[src/hdl/sfp_params.svh]
// constants for the sample fifo element packer
// Operation
// - a sample holds at most four slots, set by the two slot registers
// - every element is 24 bits wide, narrow readings zero-filled at the top
// - fifo data reads return only bytes of active elements, or 00 when none is active
// - two 8-bit slot registers hold the four codes, both reset to zero
// - code 0001 selects infrared optical reading, 0010 the red one
// - code 0101 selects infrared pilot reading, 0110 the red pilot one
// - code 1001 selects the 18-bit cardio reading, 0000 means unused
// - optical readings are left-justified with msb at bit 18, low bits zero
// - cardio readings are right-justified, bits 23 to 18 are zero
// - enabled slots land at indices from zero up, in slot order, with no gaps
// - each element is delivered as three bytes of the data register
// - element bytes go out most significant first
`ifndef SFP_PARAMS_SVH
`define SFP_PARAMS_SVH

// register addresses
`define SFP_ADDR_FIFO_DATA 8'h07
`define SFP_ADDR_SLOT_LOW 8'h09
`define SFP_ADDR_SLOT_HIGH 8'h0a
`define SFP_SLOT_RESET 8'h00

// bus slave address, arbitrary value
`define SFP_SLAVE_ID 7'h2a

// slot codes
`define SFP_CODE_NONE 4'h0
`define SFP_CODE_IR 4'h1
`define SFP_CODE_RED 4'h2
`define SFP_CODE_IR_PILOT 4'h5
`define SFP_CODE_RED_PILOT 4'h6
`define SFP_CODE_CARDIO 4'h9

// element layout
`define SFP_ELEM_W 24
`define SFP_OPT_W 19
`define SFP_CARDIO_W 18
`define SFP_SLOTS 4
`define SFP_BYTES_PER_ELEM 2'h3
`define SFP_LAST_BYTE 2'h2
`define SFP_RES_MAX 2'h3

`endif

[src/hdl/sfp_pkg.sv]
// types for the sample fifo element packer
package sfp_pkg;

    typedef enum logic [6:0] {
        ST_IDLE = 7'h01,
        ST_ADDR = 7'h02,
        ST_REG = 7'h04,
        ST_WDATA = 7'h08,
        ST_ACK = 7'h10,
        ST_READ = 7'h20,
        ST_RACK = 7'h40
    } sfp_bus_state_type;

endpackage

[src/hdl/sfp_i2c_slave.sv]
// serial bus slave giving byte access to the packer registers
`timescale 1ns/100ps
`include "sfp_params.svh"
module sfp_i2c_slave (
    // clock and reset
    input wire logic clk,
    input wire logic rst,
    // bus pins
    input wire logic scl_i,
    input wire logic sda_i,
    output logic sda_oe_o,
    // register access
    output logic [7:0] addr_o,
    output logic [7:0] wdata_o,
    output logic wr_stb_o,
    output logic rd_stb_o,
    input wire logic [7:0] rdata_i
);
    logic [1:0] scl_sync_r;
    logic [1:0] sda_sync_r;
    logic scl_d_r;
    logic sda_d_r;
    logic scl_rise;
    logic scl_fall;
    logic start_det;
    logic stop_det;
    sfp_pkg::sfp_bus_state_type state_r;
    logic [3:0] cnt_r;
    logic [7:0] shift_r;
    logic [7:0] tx_r;
    logic rw_r;
    logic reg_seen_r;
    logic nack_r;

    // pin synchronisers
    always_ff @(posedge clk or posedge rst)
    begin
        if (rst)
        begin
            scl_sync_r <= 2'h3;
            sda_sync_r <= 2'h3;
            scl_d_r <= 1'b1;
            sda_d_r <= 1'b1;
        end
        else
        begin
            scl_sync_r <= {scl_sync_r[0], scl_i};
            sda_sync_r <= {sda_sync_r[0], sda_i};
            scl_d_r <= scl_sync_r[1];
            sda_d_r <= sda_sync_r[1];
        end
    end

    assign scl_rise = scl_sync_r[1] & ~scl_d_r;
    assign scl_fall = ~scl_sync_r[1] & scl_d_r;
    assign start_det = scl_sync_r[1] & scl_d_r & sda_d_r & ~sda_sync_r[1];
    assign stop_det = scl_sync_r[1] & scl_d_r & ~sda_d_r & sda_sync_r[1];
    assign wdata_o = shift_r;

    // protocol engine
    always_ff @(posedge clk or posedge rst)
    begin
        if (rst)
        begin
            state_r <= sfp_pkg::ST_IDLE;
            cnt_r <= 4'h0;
            shift_r <= 8'h00;
            tx_r <= 8'h00;
            rw_r <= 1'b0;
            reg_seen_r <= 1'b0;
            nack_r <= 1'b0;
            addr_o <= 8'h00;
            sda_oe_o <= 1'b0;
            wr_stb_o <= 1'b0;
            rd_stb_o <= 1'b0;
        end
        else
        begin
            wr_stb_o <= 1'b0;
            rd_stb_o <= 1'b0;
            if (start_det)
            begin
                state_r <= sfp_pkg::ST_ADDR;
                cnt_r <= 4'h0;
                reg_seen_r <= 1'b0;
                sda_oe_o <= 1'b0;
            end
            else if (stop_det)
            begin
                state_r <= sfp_pkg::ST_IDLE;
                sda_oe_o <= 1'b0;
            end
            else
            begin
                case (state_r)
                    sfp_pkg::ST_IDLE:
                    begin
                        cnt_r <= 4'h0;
                    end
                    sfp_pkg::ST_ADDR, sfp_pkg::ST_REG, sfp_pkg::ST_WDATA:
                    begin
                        if (scl_rise)
                        begin
                            shift_r <= {shift_r[6:0], sda_sync_r[1]};
                            cnt_r <= cnt_r + 4'h1;
                        end
                        else if (scl_fall && cnt_r == 4'h8)
                        begin
                            cnt_r <= 4'h0;
                            state_r <= sfp_pkg::ST_ACK;
                            sda_oe_o <= 1'b1;
                            if (state_r == sfp_pkg::ST_ADDR)
                            begin
                                rw_r <= shift_r[0];
                                if (shift_r[7:1] != `SFP_SLAVE_ID)
                                begin
                                    state_r <= sfp_pkg::ST_IDLE;
                                    sda_oe_o <= 1'b0;
                                end
                            end
                            else if (state_r == sfp_pkg::ST_REG)
                            begin
                                addr_o <= shift_r;
                                reg_seen_r <= 1'b1;
                            end
                            else
                            begin
                                wr_stb_o <= 1'b1;
                            end
                        end
                    end
                    sfp_pkg::ST_ACK:
                    begin
                        if (scl_fall)
                        begin
                            sda_oe_o <= 1'b0;
                            if (rw_r)
                            begin
                                state_r <= sfp_pkg::ST_READ;
                                tx_r <= {rdata_i[6:0], 1'b0};
                                sda_oe_o <= ~rdata_i[7];
                                rd_stb_o <= 1'b1;
                                if (addr_o != `SFP_ADDR_FIFO_DATA)
                                begin
                                    addr_o <= addr_o + 8'h01;
                                end
                            end
                            else if (!reg_seen_r)
                            begin
                                state_r <= sfp_pkg::ST_REG;
                            end
                            else
                            begin
                                state_r <= sfp_pkg::ST_WDATA;
                            end
                        end
                        else if (wr_stb_o)
                        begin
                            // step the address only once a data byte has landed
                            addr_o <= addr_o + 8'h01;
                        end
                    end
                    sfp_pkg::ST_READ:
                    begin
                        if (scl_rise)
                        begin
                            cnt_r <= cnt_r + 4'h1;
                        end
                        else if (scl_fall)
                        begin
                            if (cnt_r == 4'h8)
                            begin
                                state_r <= sfp_pkg::ST_RACK;
                                sda_oe_o <= 1'b0;
                                cnt_r <= 4'h0;
                            end
                            else
                            begin
                                sda_oe_o <= ~tx_r[7];
                                tx_r <= {tx_r[6:0], 1'b0};
                            end
                        end
                    end
                    sfp_pkg::ST_RACK:
                    begin
                        if (scl_rise)
                        begin
                            nack_r <= sda_sync_r[1];
                        end
                        else if (scl_fall)
                        begin
                            if (nack_r)
                            begin
                                state_r <= sfp_pkg::ST_IDLE;
                            end
                            else
                            begin
                                state_r <= sfp_pkg::ST_READ;
                                tx_r <= {rdata_i[6:0], 1'b0};
                                sda_oe_o <= ~rdata_i[7];
                                rd_stb_o <= 1'b1;
                                if (addr_o != `SFP_ADDR_FIFO_DATA)
                                begin
                                    addr_o <= addr_o + 8'h01;
                                end
                            end
                        end
                    end
                    default:
                    begin
                        state_r <= sfp_pkg::ST_IDLE;
                        sda_oe_o <= 1'b0;
                    end
                endcase
            end
        end
    end
endmodule

[src/hdl/sfp_packer.sv]
// sample fifo element packer with its slot registers and serial access
`timescale 1ns/100ps
`include "sfp_params.svh"
module sfp_packer (
    // clock and reset
    input wire logic CORE_CLK_I,
    input wire logic RST_I,
    // serial bus pins
    input wire logic SCL_I,
    input wire logic SDA_I,
    output logic SDA_O,
    output logic SDA_OE_O,
    // readings from the front ends
    input wire logic [18:0] IR_READING_I,
    input wire logic [18:0] RED_READING_I,
    input wire logic [18:0] IR_PILOT_READING_I,
    input wire logic [18:0] RED_PILOT_READING_I,
    input wire logic [17:0] CARDIO_READING_I,
    input wire logic [1:0] OPT_RES_I,
    // sample handling
    input wire logic SAMPLE_STROBE_I,
    output logic SAMPLE_POP_O,
    output logic [2:0] ELEMENT_COUNT_O,
    output logic [7:0] SLOT_CONFIG_LOW_O,
    output logic [7:0] SLOT_CONFIG_HIGH_O
);
    logic [7:0] slot_config_low_pair_r;
    logic [7:0] slot_config_high_pair_r;
    logic [3:0] slot_code [`SFP_SLOTS];
    logic [23:0] packed_elem [`SFP_SLOTS];
    logic [2:0] packed_cnt;
    logic [23:0] sample_r [`SFP_SLOTS];
    logic [2:0] count_r;
    logic [1:0] elem_sel_r;
    logic [1:0] byte_sel_r;
    logic [7:0] fifo_byte;
    logic [7:0] rdata;
    logic [7:0] bus_addr;
    logic [7:0] bus_wdata;
    logic bus_wr;
    logic bus_rd;
    logic sda_oe;

    // optical reading aligned so its msb sits at bit 18
    function automatic logic [18:0] opt_justify(input logic [18:0] raw, input logic [1:0] res);
        logic [1:0] sh;
        sh = `SFP_RES_MAX - res;
        opt_justify = raw << sh;
    endfunction

    // element content for one slot code
    function automatic logic [23:0] slot_element(
        input logic [3:0] code,
        input logic [18:0] ir,
        input logic [18:0] red,
        input logic [18:0] ir_pilot,
        input logic [18:0] red_pilot,
        input logic [17:0] cardio
    );
        case (code)
            `SFP_CODE_IR: slot_element = {5'h00, ir};
            `SFP_CODE_RED: slot_element = {5'h00, red};
            `SFP_CODE_IR_PILOT: slot_element = {5'h00, ir_pilot};
            `SFP_CODE_RED_PILOT: slot_element = {5'h00, red_pilot};
            `SFP_CODE_CARDIO: slot_element = {6'h00, cardio};
            default: slot_element = 24'h000000;
        endcase
    endfunction

    // serial bus slave
    sfp_i2c_slave u_bus (
        .clk(CORE_CLK_I),
        .rst(RST_I),
        .scl_i(SCL_I),
        .sda_i(SDA_I),
        .sda_oe_o(sda_oe),
        .addr_o(bus_addr),
        .wdata_o(bus_wdata),
        .wr_stb_o(bus_wr),
        .rd_stb_o(bus_rd),
        .rdata_i(rdata)
    );

    assign SDA_O = 1'b0;
    assign SDA_OE_O = sda_oe;
    assign SLOT_CONFIG_LOW_O = slot_config_low_pair_r;
    assign SLOT_CONFIG_HIGH_O = slot_config_high_pair_r;
    assign ELEMENT_COUNT_O = count_r;

    // slot configuration registers
    always_ff @(posedge CORE_CLK_I or posedge RST_I)
    begin
        if (RST_I)
        begin
            slot_config_low_pair_r <= `SFP_SLOT_RESET;
            slot_config_high_pair_r <= `SFP_SLOT_RESET;
        end
        else if (bus_wr)
        begin
            if (bus_addr == `SFP_ADDR_SLOT_LOW)
            begin
                slot_config_low_pair_r <= bus_wdata;
            end
            if (bus_addr == `SFP_ADDR_SLOT_HIGH)
            begin
                slot_config_high_pair_r <= bus_wdata;
            end
        end
    end

    // slot codes by slot number
    assign slot_code[0] = slot_config_low_pair_r[3:0];
    assign slot_code[1] = slot_config_low_pair_r[7:4];
    assign slot_code[2] = slot_config_high_pair_r[3:0];
    assign slot_code[3] = slot_config_high_pair_r[7:4];

    // enabled slots packed in slot order
    always_comb
    begin
        packed_cnt = 3'h0;
        for (int i = 0; i < `SFP_SLOTS; i++)
        begin
            packed_elem[i] = 24'h000000;
        end
        for (int i = 0; i < `SFP_SLOTS; i++)
        begin
            if (slot_code[i] != `SFP_CODE_NONE)
            begin
                packed_elem[packed_cnt[1:0]] = slot_element(slot_code[i],
                    opt_justify(IR_READING_I, OPT_RES_I),
                    opt_justify(RED_READING_I, OPT_RES_I),
                    opt_justify(IR_PILOT_READING_I, OPT_RES_I),
                    opt_justify(RED_PILOT_READING_I, OPT_RES_I),
                    CARDIO_READING_I);
                packed_cnt = packed_cnt + 3'h1;
            end
        end
    end

    // sample capture
    always_ff @(posedge CORE_CLK_I or posedge RST_I)
    begin
        if (RST_I)
        begin
            for (int i = 0; i < `SFP_SLOTS; i++)
            begin
                sample_r[i] <= 24'h000000;
            end
            count_r <= 3'h0;
        end
        else if (SAMPLE_STROBE_I)
        begin
            for (int i = 0; i < `SFP_SLOTS; i++)
            begin
                sample_r[i] <= packed_elem[i];
            end
            count_r <= packed_cnt;
        end
    end

    // byte walk through the active elements
    always_ff @(posedge CORE_CLK_I or posedge RST_I)
    begin
        if (RST_I)
        begin
            elem_sel_r <= 2'h0;
            byte_sel_r <= 2'h0;
            SAMPLE_POP_O <= 1'b0;
        end
        else
        begin
            SAMPLE_POP_O <= 1'b0;
            if (SAMPLE_STROBE_I)
            begin
                elem_sel_r <= 2'h0;
                byte_sel_r <= 2'h0;
            end
            else if (bus_rd && bus_addr == `SFP_ADDR_FIFO_DATA && count_r != 3'h0)
            begin
                if (byte_sel_r == `SFP_LAST_BYTE)
                begin
                    byte_sel_r <= 2'h0;
                    if ({1'b0, elem_sel_r} + 3'h1 == count_r)
                    begin
                        elem_sel_r <= 2'h0;
                        SAMPLE_POP_O <= 1'b1;
                    end
                    else
                    begin
                        elem_sel_r <= elem_sel_r + 2'h1;
                    end
                end
                else
                begin
                    byte_sel_r <= byte_sel_r + 2'h1;
                end
            end
        end
    end

    // current fifo byte, most significant first
    always_comb
    begin
        case (byte_sel_r)
            2'h0: fifo_byte = sample_r[elem_sel_r][23:16];
            2'h1: fifo_byte = sample_r[elem_sel_r][15:8];
            default: fifo_byte = sample_r[elem_sel_r][7:0];
        endcase
        if (count_r == 3'h0)
        begin
            fifo_byte = 8'h00;
        end
    end

    // register read mux
    always_comb
    begin
        case (bus_addr)
            `SFP_ADDR_FIFO_DATA: rdata = fifo_byte;
            `SFP_ADDR_SLOT_LOW: rdata = slot_config_low_pair_r;
            `SFP_ADDR_SLOT_HIGH: rdata = slot_config_high_pair_r;
            default: rdata = 8'h00;
        endcase
    end
endmodule

[config.mk]
export PLATFORM = sky130hd
export DESIGN_NAME = sfp_packer
export DESIGN_NICKNAME = d
export VERILOG_FILES = /design/src/hdl/sfp_pkg.sv /design/src/hdl/sfp_i2c_slave.sv /design/src/hdl/sfp_packer.sv
export VERILOG_INCLUDE_DIRS = /design/src /design/src/hdl
export SDC_FILE = /design/constraint.sdc
export NUM_CORES = 1
export LEC_CHECK = 0
export ABC_AREA = 1
export BUFFER_PORTS_ARGS = -buffer_cell sky130_fd_sc_hd__buf_2
export CELL_PAD_IN_SITES_DETAIL_PLACEMENT = 0
export CELL_PAD_IN_SITES_GLOBAL_PLACEMENT = 1
export CORE_ASPECT_RATIO = 0.9
export CORE_MARGIN = 4
export CORE_UTILIZATION = 46
export DETAILED_ROUTE_END_ITERATION = 6
export PLACE_DENSITY = 0.85
export SETUP_SLACK_MARGIN = 0.15
export SLEW_MARGIN = 40
export SYNTH_ARGS = -nofsm -noshare
export SYNTH_HDL_FRONTEND = slang
export SYNTH_SLANG_ARGS = --single-unit
[constraint.sdc]
create_clock -name CORE_CLK_I -period 7.88 [get_ports CORE_CLK_I]
set_input_delay 0.394 -clock CORE_CLK_I [delete_from_list [all_inputs] [get_ports CORE_CLK_I]]
set_output_delay 0.394 -clock CORE_CLK_I [all_outputs]
set_load 0.005 [all_outputs]
# Yosys cells after proc, flatten, opt, wreduce, memory -nomap -nowiden
# Cells that the tools add are included.
# totals
word_cells	288
regBits	167
input_bits	101
output_inout_bits	22
# classes
eq_ne	66
shifts	4
magnitude_cmp	7
reduce_logical	34
n_addsub	9
muxes	123
bitwise	20
# op_table
op	n
19-bit one-hot mux with 5 select lines	4
96-bit bitwise mux	3
96-bit two-way mux	3
24-bit two-way mux	8
8-bit two-way mux	20
24-bit demux with 2-bit select	3
7-bit two-way mux	12
19-bit by 2-bit left shift with 19-bit output	4
8-bit one-hot mux with 3 select lines	3
24-bit binary-select mux with 2-bit select	1
1-bit two-way mux	40
7-bit one-hot mux with 5 select lines	1
4-bit by 3-bit equality test with 1-bit output (second input constant)	8
4-bit two-way mux	8
4-bit by 1-bit inequality test with 1-bit output (second input constant)	8
4-bit equality test (second input constant)	5
4-bit nonzero test	5
19-bit two-way mux	1
9-bit AND reduction	2
4-bit by 1-bit equality test with 1-bit output (second input constant)	4
4-bit by 2-bit equality test with 1-bit output (second input constant)	4
8-bit by 4-bit equality test with 1-bit output (second input constant)	2
2-bit by 1-bit inequality test with 1-bit output (second input constant)	8
8-bit one-hot mux with 2 select lines	1
48 further kinds	105

# Logic depth before layout (Yosys ltp)
# Gate-level depths: netlist (run 1).
# depth
ltp_word	14
ltp_mapped	18
ltp_nobuf	17

# Modules after synthesis
# Synthesis (run 1) repeated with hierarchy kept, for this count alone.
# unflattened
cells_unflattened	2346
area_unflattened_um2	14129.8
# by_module_without_submodules
mod	instances	area_each_um2	cells_each	seq_area_each_um2
sfp_packer	1	11229.5	1976	2502.4
sfp_i2c_slave	1	2900.3	370	1159.9

# Least setup slack after synthesis (run 1)
# Ideal clock, no wire load.
# synth_path
kind	register -> register
startpoint	reg slot_config_low_pair_r[3], in the netlist SLOT_CONFIG_LOW_O[3]
endpoint	reg sample_r[13] (netlist name)
path_buffers	2
slack_ns	5.124
arrival_ns	2.633
period_less_slack_ns	2.756
required_ns	7.757
path_stages_with_launch	16
setup_ns	0.123
path_cell_list	dfrtp_1 inv_1 nand2_2 nor3_4 inv_1 ha_1 clkbuf_1 nand2_1 nand2_1 inv_1 ha_1 inv_1 clkbuf_1 nor2_1 o21ai_0 nand2_1
# synth_between
elab_chain_cells	13
elab_cells_between_ends	30
classes_between	add/sub: 2; order compare: 6; mux: 15; bitwise: 3; reduce/logical: 4
# synth_rtl
element	line_no	source
start: declaration	sfp_packer.sv:27	logic [7:0] slot_config_low_pair_r;
start signal: assignment	sfp_packer.sv:95	slot_config_low_pair_r <= `SFP_SLOT_RESET;
start signal: assignment	sfp_packer.sv:102	slot_config_low_pair_r <= bus_wdata;
4-bit nonzero test (no source line) (*)	-	
1-bit two-way mux (*)	sfp_packer.sv:127	if (slot_code[i] != `SFP_CODE_NONE)
3-bit by 1-bit adder with 3-bit output / 2-bit inverter with 3-bit output (equally long branches)	sfp_packer.sv:135, sfp_packer.sv:129	
3-bit two-way mux (tied with other cells)	sfp_packer.sv:127	
3-bit by 1-bit adder with 3-bit output (tied with other cells)	sfp_packer.sv:135	packed_cnt = packed_cnt + 3'h1;
3-bit two-way mux (tied with other cells)	sfp_packer.sv:127	
2-bit inverter with 3-bit output (implied by the code) (tied with other cells)	sfp_packer.sv:129	packed_elem[packed_cnt[1:0]] = slot_element(slot_code[i],
3-bit greater-or-equal comparator (implied by the code) (tied with other cells)	sfp_packer.sv:129	
1-bit logical AND (implied by the code) (tied with other cells)	sfp_packer.sv:129	
24-bit two-way mux (implied by the code) / 96-bit bitwise mux (equally long branches)	sfp_packer.sv:129	
24-bit demux with 2-bit select / 96-bit two-way mux (equally long branches)	sfp_packer.sv:129, sfp_packer.sv:127	
96-bit bitwise mux	sfp_packer.sv:129	
96-bit two-way mux (*)	sfp_packer.sv:127	
end signal: indexed assignment	sfp_packer.sv:155	sample_r[i] <= packed_elem[i];
end: declaration	sfp_packer.sv:32	logic [23:0] sample_r [`SFP_SLOTS];
# Every way passes the cells marked *; elsewhere a longest branch is shown, timed or not.
# A chain may end at the register's enable or synchronous reset.

# Worst setup path in the final report (run 1)
# layout_path
startpoint	reg slot_config_low_pair_r[3], in the netlist SLOT_CONFIG_LOW_O[3]
endpoint	reg sample_r[72] (netlist name)
# layout_between
elab_chain_cells	13
elab_cells_between_ends	37
classes_between	add/sub: 2; order compare: 6; eq/ne: 5; mux: 17; bitwise: 3; reduce/logical: 4
# layout_rtl
element	line_no
4-bit nonzero test (no source line)	-
1-bit two-way mux	sfp_packer.sv:127
3-bit by 1-bit adder with 3-bit output / 2-bit inverter with 3-bit output (equally long branches)	sfp_packer.sv:135, sfp_packer.sv:129
3-bit two-way mux (tied with other cells)	sfp_packer.sv:127
3-bit by 1-bit adder with 3-bit output (tied with other cells)	sfp_packer.sv:135
3-bit two-way mux (tied with other cells)	sfp_packer.sv:127
2-bit inverter with 3-bit output (implied by the code) (tied with other cells)	sfp_packer.sv:129
3-bit greater-or-equal comparator (implied by the code) (tied with other cells)	sfp_packer.sv:129
1-bit logical AND (implied by the code) (tied with other cells)	sfp_packer.sv:129
24-bit two-way mux (implied by the code) / 96-bit bitwise mux (equally long branches)	sfp_packer.sv:129
24-bit demux with 2-bit select / 96-bit two-way mux (equally long branches)	sfp_packer.sv:129, sfp_packer.sv:127
96-bit bitwise mux	sfp_packer.sv:129
96-bit two-way mux (*)	sfp_packer.sv:127
# Marked as above.

==> results of run 1 <==
==> cell families (layout without fill, tap and decap cells) <==
kind of cell	count (synthesis)	count (layout)	share of synthesized area
DFF	146	146	0.2618
adders and majority gates	17	17	0.01521
AOI/OAI and AO/OA	308	308	0.1173
and+or+nand+nor	1597	1597	0.5063
xor gates and xnor gates	11	11	0.006888
other	1	1	0.0002681
buffers and inverters	292	349	0.09223
==> flip-flops by register name, summed over array words and instances (netlist names), 2 cells and up <==
name and flops:
u_bus.addr_o 8, u_bus.cnt_r 4, ELEMENT_COUNT_O 3, u_bus.wdata_o 8, u_bus.sda_sync_r 2, SLOT_CONFIG_HIGH_O 8, u_bus.scl_sync_r 2, sample_r 76
byte_sel_r 2, SLOT_CONFIG_LOW_O 8, u_bus.state_r 7, elem_sel_r 2, u_bus.tx_r 7
==> cell type report <==
| cell class | count | area share |
|---|---|---|
| Clock buffer | 20 | 0.02870 |
| Inverter | 185 | 0.04596 |
| Clock inverter | 12 | 0.01085 |
| Timing Repair Buffer | 132 | 0.04572 |
| Sequential cell | 146 | 0.2407 |
| Tap cell | 403 | 0.03314 |
| Multi-Input combinational cell | 1934 | 0.5949 |
==> cells in the mapped netlist (16+ instances only) <==
library cell  number
inv_2             18
dfrtp_1          139
nor3_1            27
o21ai_0          210
nor2_2            25
nor2_1           251
a21oi_1           47
o21ai_1           16
ha_1              17
nand2_1          672
inv_1            165
buf_2             42
nand3_1          565
clkbuf_1          35
==> path summary, 6_finish.rpt <==
path | endpoint | slack, ns
max in group asynchronous | u_bus.addr_o[6]$_DFFE_PP0P_ | 6.65
max reg2reg | sample_r[72]$_DFFE_PP0P_ | 3.39
min reg2reg | u_bus.sda_sync_r[1]$_DFF_PP1_ | 0.36
max | sample_r[72]$_DFFE_PP0P_ | 3.39
min | u_bus.sda_sync_r[0]$_DFF_PP1_ | 0.06
min in group asynchronous | sample_r[8]$_DFFE_PP0P_ | 0.10
==> per-layer routing <==
layer	wire, µm	track usage	vias to the layer above
li1	-	-	7942
met1	24260	0.4863	7864
met2	25890	0.5275	960
met3	5801	0.05578	133
met4	2064	0.1245	0
met5	0	0	-
==> critical path: stages, from the launching register on <==
cell      delay [ns]
dfrtp_1         0.42
inv_1           0.12
nand2_2         0.12
nor3_4          0.65
inv_1           0.21
ha_1            0.75
nand2_1         0.16
nand2_1         0.17
ha_1            0.17
clkinv_1        0.45
nor2_1          0.34
inv_1           0.37
o21ai_0         0.28
inv_1           0.06
nand2_1         0.06
nand2_1         0.04
==> per-stage QoR <==
step           hold slack (ns)  std cells  area [µm²]  power, µW  worst slack, ns
6_report               0.05546       2832       15220       1963            3.387
5_1_grt                0.05169       2832       15220       2041            2.914
4_1_cts                0.04979       2832       15210       1961            3.517
3_5_place_dp            0.3472       2800       14610       1113            3.557
3_3_place_gp            0.3462       2800       14590       1110            3.711
2_1_floorplan           0.3452       2372       13990       1009            3.575
==> report_power, final <==
part           leakage [µW]  internal (µW)  total [µW]  switching (µW)
registers           0.00197            771         786            14.2
clock network      0.000293            526         855             329
logic               0.00525           87.4         323             235
total               0.00752           1380        1960             578
==> out/qor.json, run 1 <==
{
  "run_status": "finished, final reports clean",
  "max_clock_freq_ghz": 0.2225,
  "cts_tree": "built",
  "starting_utilization_of_the_core_area": 0.4670,
  "global_route.overflow_total": 0,
  "power_density_nw_per_um2": 129.0,
  "dieArea_um2": 33260,
  "mostFrequentLayoutCell": "nand2_1",
  "gpl.final_weighted_congestion": 0.9853,
  "drc": 0,
  "drt-initial-drc-count": 2112,
  "startpoint": "SLOT_CONFIG_LOW_O[3]$_DFFE_PP0P_",
  "cts_setup_buffers": 0,
  "synth-main-ff-cell": "dfrtp_1",
  "post-dp-hpwl_um": 42210,
  "place.port_buffers": 121,
  "post_cts.resized_instances": 0,
  "grt_start_max_net_pins": 88,
  "arrival_ns": 4.82,
  "final.min_clock_period_ns": 4.493,
  "die_width_um": 191.8,
  "ys_ff_latch": 146,
  "worstRegToRegCells": 15,
  "path_class": "reg2reg",
  "finalClockSkew_ns": 0.01340,
  "clk_pin_slew_worst_paths_ns": 0.06,
  "timing.rr.start": "SLOT_CONFIG_LOW_O[3]$_DFFE_PP0P_",
  "synthToLayoutAreaGrowth_pct": 8.793,
  "sequential_fraction_of_the_synthesis_area": 0.2618,
  "area.sequential_um2": 3664,
  "synth_top_cells_by_area": "dfrtp_1, nand3_1, nand2_1",
  "mappedNetlistArea_um2": 13990,
  "postSynth.asyncResetShare": 1.000,
  "final_hold_viol_count": 0,
  "yosys.cell_types.count": 46,
  "final_antenna_net_count": 0,
  "critical_path.endpoint_type": "flip-flop",
  "worst_skew_pair.late_latency_ns": 0.43,
  "worstPathRequired_ns": 8.20,
  "numCtsBuffers": 17,
  "cts_buffer_depth": 2,
  "syn-instance-count": 2372,
  "final_nets": 2534,
  "via_count": 16899,
  "netlist.area_leader.share": 0.2487,
  "fillerInstances": 3201,
  "max-slew-margin-rel": 0.4203,
  "final_min_period_over_clock_period": 0.5702,
  "vias_per_cell": 5.967,
  "setup_violations": 0,
  "grt_use_total": 0.3430,
  "worstMarginPinSlew_ns": 0.8695,
  "wire_per_inst_um": 20.49,
  "timing.max_cap.violations": 0,
  "synth.yosys.warnings": 0,
  "hold_class": "in2reg",
  "p_leak_uw": 0.007516,
  "detailedRoute.firstPassIterationCount": 6,
  "drt_wirelength_um": 58020,
  "cts_htree_levels": 4,
  "final_layout_setup_total_negative_slack_ns": 0,
  "placementRows": 60,
  "final_layout_size_suffix_gt1_frac": 0.1075,
  "min_path_cells": 1,
  "finalCoreUtilization": 0.5080,
  "vdd_drop_max_mv": 0.1609,
  "most-common-layout-cells": "nand2_1, nand3_1, nor2_1",
  "postCtsHoldBufs": 0,
  "clock-root-buffer": "clkbuf_16",
  "rsz0062_at_grt": "false",
  "fp.coreArea_um2": 29950,
  "critical_path.startpoint_type": "flip-flop",
  "num_io_pins": 123,
  "grt_antenna_before_repair": 0,
  "grt_first_pass_wirelength_um": 89670,
  "hold_path_startpoint": "SDA_I",
  "die_height_um": 173.4,
  "syn_nets": 2490,
  "number_of_global_route_vias_before_repair": 15834,
  "multiInputGateArea_um2": 9052,
  "synth.largest_area_cell": "dfrtp_1",
  "slew_viol_final": 0,
  "clk_sink_count": 146,
  "antenna-diode-count": 0,
  "postSynthAreaPerCell_um2": 5.897,
  "critical_path.max_fanout": 20,
  "synth-edff-count": 0
}
Note: power is estimated with default switching activity, not from simulation.
==> run 2: changes to the inputs <==
--- a/config.mk
+++ b/config.mk
@@ -12,9 +12,9 @@
 export CELL_PAD_IN_SITES_GLOBAL_PLACEMENT = 1
 export CORE_ASPECT_RATIO = 0.9
 export CORE_MARGIN = 4
-export CORE_UTILIZATION = 46
+export CORE_UTILIZATION = 39
 export DETAILED_ROUTE_END_ITERATION = 6
-export PLACE_DENSITY = 0.85
+export PLACE_DENSITY = 0.76
 export SETUP_SLACK_MARGIN = 0.15
 export SLEW_MARGIN = 40
 export SYNTH_ARGS = -nofsm -noshare
==> constraint.sdc (replaced) <==
create_clock -name CORE_CLK_I -period 3.7 [get_ports CORE_CLK_I]
set_input_delay 0.185 -clock CORE_CLK_I [delete_from_list [all_inputs] [get_ports CORE_CLK_I]]
set_output_delay 0.185 -clock CORE_CLK_I [all_outputs]
set_load 0.005 [all_outputs]
==> out/qor.json, run 2 (synthesis results as in run 1) <==
{
  "place.port_buffers": {"value": 121, "change": "unchanged"},
  "worst_slack_setup_final": {"value": 0.4893, "unit": "ns", "change": "-2.897 ns"},
  "rsz0062_at_grt": "false",
  "numCtsBuffers": {"value": 17, "change": "unchanged"},
  "critical_path.endpoint_type": "flip-flop",
  "final_layout_size_suffix_gt1_frac": {"value": 0.1114, "change": "+0.003932"},
  "starting_utilization_of_the_core_area": {"value": 0.3972, "change": "-0.06977"},
  "largest_register_ff_count": {"value": 76, "change": "unchanged"},
  "clock_power_share": {"value": 0.424, "change": "-0.011"},
  "clk_sink_count": {"value": 146, "change": "unchanged"},
  "grt_first_pass_wirelength": {"value": 90430, "unit": "µm", "change": "+0.85%"},
  "global_route.overflow_total": {"value": 0, "change": "unchanged"},
  "p_leak": {"value": 0.007578, "unit": "µW", "change": "+0.83%"},
  "drt-initial-drc-count": {"value": 1934, "change": "-8.4%"},
  "arrival": {"value": 3.57, "unit": "ns", "change": "-1.25 ns"},
  "final_min_period_over_clock_period": {"value": 0.8678, "change": "+0.2975"},
  "die_height": {"value": 187.7, "unit": "µm", "change": "+8.2%"},
  "fp.coreArea": {"value": 35220, "unit": "µm²", "change": "+18%"},
  "path_class": "reg2reg",
  "number_of_cells_in_the_finished_layout_apart_from_fillers": {"value": 2911, "change": "+2.8%"},
  "clock-root-buffer": "clkbuf_16",
  "final_antenna_net_count": {"value": 0, "change": "unchanged"},
  "final.min_clock_period": {"value": 3.211, "unit": "ns", "change": "-1.283 ns"},
  "setup.worst_path.end": "sample_r[75]$_DFFE_PP0P_",
  "critical_path.startpoint_type": "flip-flop",
  "hold_class": "in2reg",
  "net_switching_fraction_of_the_power": {"value": 0.3101, "change": "+0.01554"},
  "max_flop_register": "sample_r",
  "detailedRoute.firstPassIterationCount": {"value": 6, "change": "unchanged"},
  "via_count": {"value": 16686, "change": "-1.3%"},
  "worst-r2r-setup-slack": {"value": 0.49, "unit": "ns", "change": "-2.90 ns"},
  "vias_per_cell": {"value": 5.732, "change": "-3.9%"},
  "startpoint": "SLOT_CONFIG_LOW_O[2]$_DFFE_PP0P_",
  "placedInstanceArea": {"value": 14800, "unit": "µm²", "change": "+1.3%"},
  "cts_buffer_depth": {"value": 2, "change": "unchanged"},
  "timing.critical_path.slowest_stage_cell": "inv_1",
  "antenna-diode-count": {"value": 0, "change": "unchanged"},
  "slew_viol_final": {"value": 0, "change": "unchanged"},
  "max_clock_freq": {"value": 0.3115, "unit": "GHz", "change": "+40%"},
  "grt_antenna_before_repair": {"value": 0, "change": "unchanged"},
  "finalClockSkew": {"value": 0.01462, "unit": "ns", "change": "+0.001217 ns"},
  "critical_path.max_stage_delay": {"value": 0.62, "unit": "ns", "change": "-0.13 ns"},
  "worstPathRequired": {"value": 4.05, "unit": "ns", "change": "-4.15 ns"},
  "fin_hold_ws": {"value": 0.2729, "unit": "ns", "change": "+0.2174 ns"},
  "power_spent_charging_and_discharging_nets": {"value": 1281, "unit": "µW", "change": "+120%"},
  "r2r-end": "sample_r[75]$_DFFE_PP0P_",
  "final_hold_viol_count": {"value": 0, "change": "unchanged"},
  "synthToLayoutAreaGrowth_pct": 10.31,
  "dp.cells": {"value": 2876, "change": "+2.7%"},
  "final_nets": {"value": 2547, "change": "+0.51%"},
  "pre_cts_slack": {"value": 0.3461, "unit": "ns", "change": "-3.211 ns"},
  "power_density": {"value": 267.7, "unit": "nW/µm²", "change": "+110%"},
  "path_common_cell": "inv_1",
  "drt_wirelength": {"value": 58480, "unit": "µm", "change": "+0.79%"},
  "cp_cell_sequence": "inv_1 -> nand2_2 -> nor3_4 -> buf_4 -> ha_1 -> or2_2 -> o21ai_0 -> inv_1 -> ha_1 -> clkinv_1 -> nor2_1 -> inv_1 -> nand2_1 -> inv_1 -> nand2_1 -> a21oi_1",
  "drc": {"value": 0, "change": "unchanged"},
  "mostFrequentLayoutCell": "nand2_1",
  "number_of_global_route_vias_before_repair": {"value": 15743, "change": "-0.57%"},
  "post-dp-hpwl": {"value": 43640, "unit": "µm", "change": "+3.4%"},
  "vdd_drop_max": {"value": 0.3715, "unit": "mV", "change": "+130%"},
  "timing.max_cap.violations": {"value": 0, "change": "unchanged"},
  "worstRegToRegCells": {"value": 16, "change": "+1"},
  "dieArea": {"value": 38960, "unit": "µm²", "change": "+17%"},
  "timing.rr.start": "SLOT_CONFIG_LOW_O[2]$_DFFE_PP0P_",
  "critical_path.max_fanout": {"value": 20, "change": "unchanged"},
  "die_width": {"value": 207.6, "unit": "µm", "change": "+8.2%"},
  "num_io_pins": {"value": 123, "change": "unchanged"},
  "final_layout_setup_total_negative_slack": {"value": 0, "unit": "ns", "change": "unchanged"},
  "grt_use_total": {"value": 0.2915, "change": "-0.05149"},
  "placementRows": {"value": 65, "change": "+8.3%"},
  "worstMarginPinSlew": {"value": 0.8518, "unit": "ns", "change": "-0.01775 ns"},
  "power_frac_seq": {"value": 0.405, "change": "+0.005"},
  "design_area": {"value": 15430, "unit": "µm²", "change": "+1.4%"},
  "cts_tree": "built",
  "most-common-layout-cells": "nand2_1, nand3_1, nor2_1",
  "wire_per_inst": {"value": 20.09, "unit": "µm", "change": "-1.9%"},
  "worst_skew_pair.late_latency": {"value": 0.45, "unit": "ns", "change": "+0.02 ns"},
  "cellInternalPower": {"value": 2850, "unit": "µW", "change": "+110%"},
  "gpl.final_weighted_congestion": {"value": 1.001, "change": "+1.6%"},
  "cts_htree_levels": {"value": 4, "change": "unchanged"},
  "max-slew-margin-rel": {"value": 0.4322, "change": "+0.01183"},
  "clk_pin_slew_worst_paths": {"value": 0.07, "unit": "ns", "change": "about the same"},
  "cts_setup_buffers": {"value": 0, "change": "unchanged"},
  "setup_violations": {"value": 0, "change": "unchanged"},
  "run_status": "finished, final reports clean",
  "grt_start_max_net_pins": {"value": 87, "change": "-1.1%"},
  "p_comb_frac": {"value": 0.171, "change": "+0.007"}
}
==> run 2: changes by cell type in the layout (fill, tap and decap cells not counted), moves of 2 or more <==
cell	previous run	this run
buf_4	9	16
buf_12	0	4
inv_2	18	16
bufinv_16	4	2
clkinvlp_4	2	4
inv_6	1	3
clkinv_2	6	4
dlygate4sd3_1	0	3
==> run 2: worst min path at each step <==
stage                                    from                       endpoint  slack, ns  cells past startpoint
after global routing      CARDIO_READING_I[2]       sample_r[74]$_DFFE_PP0P_       0.32                      7
after global placement                  RST_I        sample_r[7]$_DFFE_PP0P_       0.26                      2
final                     CARDIO_READING_I[2]       sample_r[74]$_DFFE_PP0P_       0.27                      7
after floorplan                         SCL_I  u_bus.scl_sync_r[0]$_DFF_PP1_       0.19                      0
after detailed placement                RST_I        sample_r[7]$_DFFE_PP0P_       0.26                      2
after CTS                 CARDIO_READING_I[1]       sample_r[73]$_DFFE_PP0P_       0.25                      7
==> run 2: timing repair <==
| action | CTS | global route |
|---|---|---|
| hold endpoints to repair | 20 | 0 |
| setup endpoints to repair | 0 | 11 |
| resized for setup | 0 | 1 |
| hold buffers | 3 | 0 |
==> run 2: final cells by class <==
cell class / instances / area [µm²]
fill: 3840 / 19790
multi-input combinational: 1934 / 9052
sequential: 146 / 3662
timing repair buffer: 145 / 847.1
inverter: 185 / 701.9
tap: 469 / 586.8
clock buffer: 20 / 446.7
clock inverter: 12 / 132.6
==> run 2: metrics by stage <==
stage / total power [µW] / utilization
3_5_place_dp: 2388 / 0.4204
4_1_cts: 4147 / 0.4377
5_1_grt: 4320 / 0.4382
2_1_floorplan: 2149 / -
3_3_place_gp: 2385 / 0.4201
6_report: 4131 / 0.4382
==> run 2: worst max-delay path, delay by kind of cell (launching register included) <==
family / cells / cell delay [ns]
flip-flops: 1 / 0.43
buffers and inverters: 6 / 1.17
adder cells (fa/ha/maj): 2 / 0.43
AO/OA/AOI/OAI: 2 / 0.37
AND/OR/NAND/NOR: 6 / 0.71
==> run 2: routing by layer <==
metal / global-route usage / up-vias / wire, µm
met2: 0.4506 / 815 / 25600
met3: 0.04634 / 121 / 4838
li1: - / 7963 / -
met4: 0.1013 / 0 / 1951
met5: 0 / - / 0
met1: 0.4155 / 7787 / 26090
==> run 2: power groups by stage <==
stage / Clock (µW) / Combinational (µW) / Sequential, µW
2_1_floorplan: 0 / 457 / 1690
3_3_place_gp: 0 / 685 / 1700
3_5_place_dp: 0 / 688 / 1700
4_1_cts: 1780 / 694 / 1670
5_1_grt: 1860 / 785 / 1680
6_report: 1750 / 706 / 1670
==> run 3: changes to the inputs <==
--- a/config.mk
+++ b/config.mk
@@ -12,9 +12,10 @@
 export CELL_PAD_IN_SITES_GLOBAL_PLACEMENT = 1
 export CORE_ASPECT_RATIO = 0.9
 export CORE_MARGIN = 4
-export CORE_UTILIZATION = 39
+export CORE_UTILIZATION = 43
 export DETAILED_ROUTE_END_ITERATION = 6
-export PLACE_DENSITY = 0.76
+export PLACE_DENSITY = 0.8
+export RECOVER_POWER = 25
 export SETUP_SLACK_MARGIN = 0.15
 export SLEW_MARGIN = 40
 export SYNTH_ARGS = -nofsm -noshare
==> constraint.sdc (replaced) <==
create_clock -name CORE_CLK_I -period 3 [get_ports CORE_CLK_I]
set_input_delay 0.15 -clock CORE_CLK_I [delete_from_list [all_inputs] [get_ports CORE_CLK_I]]
set_output_delay 0.15 -clock CORE_CLK_I [all_outputs]
set_load 0.005 [all_outputs]
==> out/qor.json, run 3 (synthesis results as in run 1) <==
{
  "critical_path.startpoint_type": "flip-flop",
  "cts_htree_levels": {"value": 4, "change": "unchanged"},
  "final_min_period_over_clock_period": {"value": 0.8968, "change": "+0.02903"},
  "numCtsBuffers": {"value": 17, "change": "unchanged"},
  "timing.max_cap.violations": {"value": 0, "change": "unchanged"},
  "cts_buffer_depth": {"value": 2, "change": "unchanged"},
  "number_of_global_route_vias_before_repair": {"value": 16033, "change": "+1.8%"},
  "critical_path_buf_inv_count": {"value": 5, "change": "-1"},
  "starting_utilization_of_the_core_area": {"value": 0.4376, "change": "+0.04044"},
  "clock-root-buffer": "clkbuf_16",
  "r2r-end": "sample_r[65]$_DFFE_PP0P_",
  "final_nets": {"value": 2584, "change": "+1.5%"},
  "timing.critical_path.slowest_stage_cell": "dfrtp_1",
  "vdd_drop_max": {"value": 0.4491, "unit": "mV", "change": "+21%"},
  "vias_per_cell": {"value": 5.925, "change": "+3.4%"},
  "rsz0062_at_grt": "false",
  "fillerInstances": {"value": 3376, "change": "-12%"},
  "clk_sink_count": {"value": 146, "change": "unchanged"},
  "max-slew-margin-rel": {"value": 0.2121, "change": "-0.2201"},
  "power_density": {"value": 339.8, "unit": "nW/µm²", "change": "+27%"},
  "hold_class": "in2reg",
  "path_common_cell": "inv_1",
  "gpl.final_weighted_congestion": {"value": 0.9750, "change": "-2.6%"},
  "run_status": "finished, final reports clean",
  "place.port_buffers": {"value": 121, "change": "unchanged"},
  "hold_path_startpoint": "SAMPLE_STROBE_I",
  "critical_path.endpoint_type": "flip-flop",
  "dieArea": {"value": 35480, "unit": "µm²", "change": "-8.9%"},
  "detailedRoute.firstPassIterationCount": {"value": 6, "change": "unchanged"},
  "min_path_cells": {"value": 4, "change": "-3"},
  "clk_pin_slew_worst_paths": {"value": 0.07, "unit": "ns", "change": "about the same"},
  "post-dp-hpwl": {"value": 44580, "unit": "µm", "change": "+2.1%"},
  "global_route.overflow_total": {"value": 0, "change": "unchanged"},
  "worst-r2r-setup-slack": {"value": 0.31, "unit": "ns", "change": "-0.18 ns"},
  "final_layout_size_suffix_gt1_frac": {"value": 0.1246, "change": "+0.01326"},
  "mostFrequentLayoutCell": "nand2_1",
  "max_flop_register": "sample_r",
  "slew_viol_final": {"value": 0, "change": "unchanged"},
  "worstRegToRegCells": {"value": 15, "change": "-1"},
  "die_height": {"value": 179.1, "unit": "µm", "change": "-4.6%"},
  "worst_skew_pair.late_latency": {"value": 0.43, "unit": "ns", "change": "-0.02 ns"},
  "fp.coreArea": {"value": 31960, "unit": "µm²", "change": "-9.2%"},
  "finalClockSkew": {"value": 0.01300, "unit": "ns", "change": "-0.001622 ns"},
  "final.min_clock_period": {"value": 2.690, "unit": "ns", "change": "-0.5203 ns"},
  "setup_violations": {"value": 0, "change": "unchanged"},
  "synthToLayoutAreaGrowth_pct": 12.50,
  "worstMarginPinSlew": {"value": 1.182, "unit": "ns", "change": "+0.3301 ns"},
  "path_delay_family": "simple AND/OR/NAND/NOR gates",
  "wire_per_inst": {"value": 20.72, "unit": "µm", "change": "+3.1%"},
  "placementRows": {"value": 62, "change": "-4.6%"},
  "num_io_pins": {"value": 123, "change": "unchanged"},
  "grt_use_total": {"value": 0.3338, "change": "+0.04231"},
  "antenna-diode-count": {"value": 0, "change": "unchanged"},
  "largest_register_ff_count": {"value": 76, "change": "unchanged"},
  "fin_hold_ws": {"value": 0.1419, "unit": "ns", "change": "-0.1310 ns"},
  "worstPathRequired": {"value": 3.32, "unit": "ns", "change": "-0.73 ns"},
  "final_hold_viol_count": {"value": 0, "change": "unchanged"},
  "most-common-layout-cells": "nand2_1, nand3_1, nor2_1",
  "grt_start_max_net_pins": {"value": 87, "change": "unchanged"},
  "final_layout_setup_total_negative_slack": {"value": 0, "unit": "ns", "change": "unchanged"},
  "drt_wirelength": {"value": 59970, "unit": "µm", "change": "+2.6%"},
  "via_count": {"value": 17152, "change": "+2.8%"},
  "grt_antenna_before_repair": {"value": 0, "change": "unchanged"},
  "worst_slack_setup_final": {"value": 0.3096, "unit": "ns", "change": "-0.1797 ns"},
  "p_leak": {"value": 0.007803, "unit": "µW", "change": "+3.0%"},
  "critical_path.max_stage_delay": {"value": 0.38, "unit": "ns", "change": "-0.24 ns"},
  "drc": {"value": 0, "change": "unchanged"},
  "final_antenna_net_count": {"value": 0, "change": "unchanged"},
  "arrival": {"value": 3.01, "unit": "ns", "change": "-0.56 ns"},
  "grt_first_pass_wirelength": {"value": 92030, "unit": "µm", "change": "+1.8%"},
  "critical_path.max_fanout": {"value": 20, "change": "unchanged"},
  "die_width": {"value": 198.1, "unit": "µm", "change": "-4.6%"},
  "max_clock_freq": {"value": 0.3717, "unit": "GHz", "change": "+19%"},
  "cp_cell_sequence": "inv_1 -> nand2_2 -> nor3_4 -> inv_1 -> ha_4 -> inv_1 -> nand2_1 -> nand2_2 -> inv_1 -> ha_1 -> nand2_1 -> buf_6 -> nand3_1 -> nand3_1 -> nand2_1",
  "cts_tree": "built",
  "pre_cts_slack": {"value": 0.2268, "unit": "ns", "change": "-0.1193 ns"},
  "drt-initial-drc-count": {"value": 1834, "change": "-5.2%"},
  "hold_end": "sample_r[31]$_DFFE_PP0P_",
  "timing.rr.start": "SLOT_CONFIG_LOW_O[3]$_DFFE_PP0P_",
  "path_class": "reg2reg"
}
run 3: metal layers:
layer / up-vias / part of all wire / global-route usage
li1: 8033 / - / -
met5: - / 0 / 0
met2: 948 / 0.45 / 0.5236
met3: 147 / 0.086 / 0.04434
met1: 8024 / 0.43 / 0.4635
met4: 0 / 0.041 / 0.1406
run 3: tightest hold or removal path: stages:
cell and delay, ns:
buf_2 0.10, inv_2 0.14, nand2_1 0.09, nand2_1 0.04
run 3: layout make-up:
class / count / area (µm²) / area share
multi-input combinational: 1934 / 9060 / 0.5758
sequential: 146 / 3662 / 0.2327
timing repair buffer: 182 / 1141 / 0.07252
inverter: 185 / 705.7 / 0.04485
tap: 416 / 520.5 / 0.03308
clock buffer: 22 / 464.2 / 0.02950
clock inverter: 10 / 181.4 / 0.01153
run 3: metrics by stage:
stage | util | instance area (µm²) | cells | power, µW
floorplan | - | 13990 | 2372 | 2650
global placement | 0.4681 | 14960 | 2854 | 2956
detailed placement | 0.4699 | 15020 | 2856 | 2969
CTS | 0.4910 | 15690 | 2891 | 5348
global route | 0.4923 | 15740 | 2895 | 5537
finish | 0.4923 | 15740 | 2895 | 5346
run 3: how the worst max path moves through the flow:
stage                                           startpoint                        to  cells after the start
final                     SLOT_CONFIG_LOW_O[3]$_DFFE_PP0P_  sample_r[65]$_DFFE_PP0P_                     15
after global routing      SLOT_CONFIG_LOW_O[3]$_DFFE_PP0P_  sample_r[59]$_DFFE_PP0P_                     16
after CTS                 SLOT_CONFIG_LOW_O[3]$_DFFE_PP0P_  sample_r[55]$_DFFE_PP0P_                     16
after detailed placement  SLOT_CONFIG_LOW_O[3]$_DFFE_PP0P_  sample_r[55]$_DFFE_PP0P_                     16
after global placement    SLOT_CONFIG_LOW_O[7]$_DFFE_PP0P_  sample_r[65]$_DFFE_PP0P_                     13
after floorplan           SLOT_CONFIG_LOW_O[3]$_DFFE_PP0P_  sample_r[13]$_DFFE_PP0P_                     15
run 3: what timing repair did:
item                       CTS  global route
resized for setup            0            13
setup endpoints to repair    0            69
setup buffers                0             4
hold buffers                 3             0
hold endpoints to repair    26             0
run 3: where the power goes:
group          switching [µW]  total [µW]  internal [µW]
clock network             878        2400           1520
logic                     638         885            247
registers                39.6        2060           2030
total                    1560        5350           3790
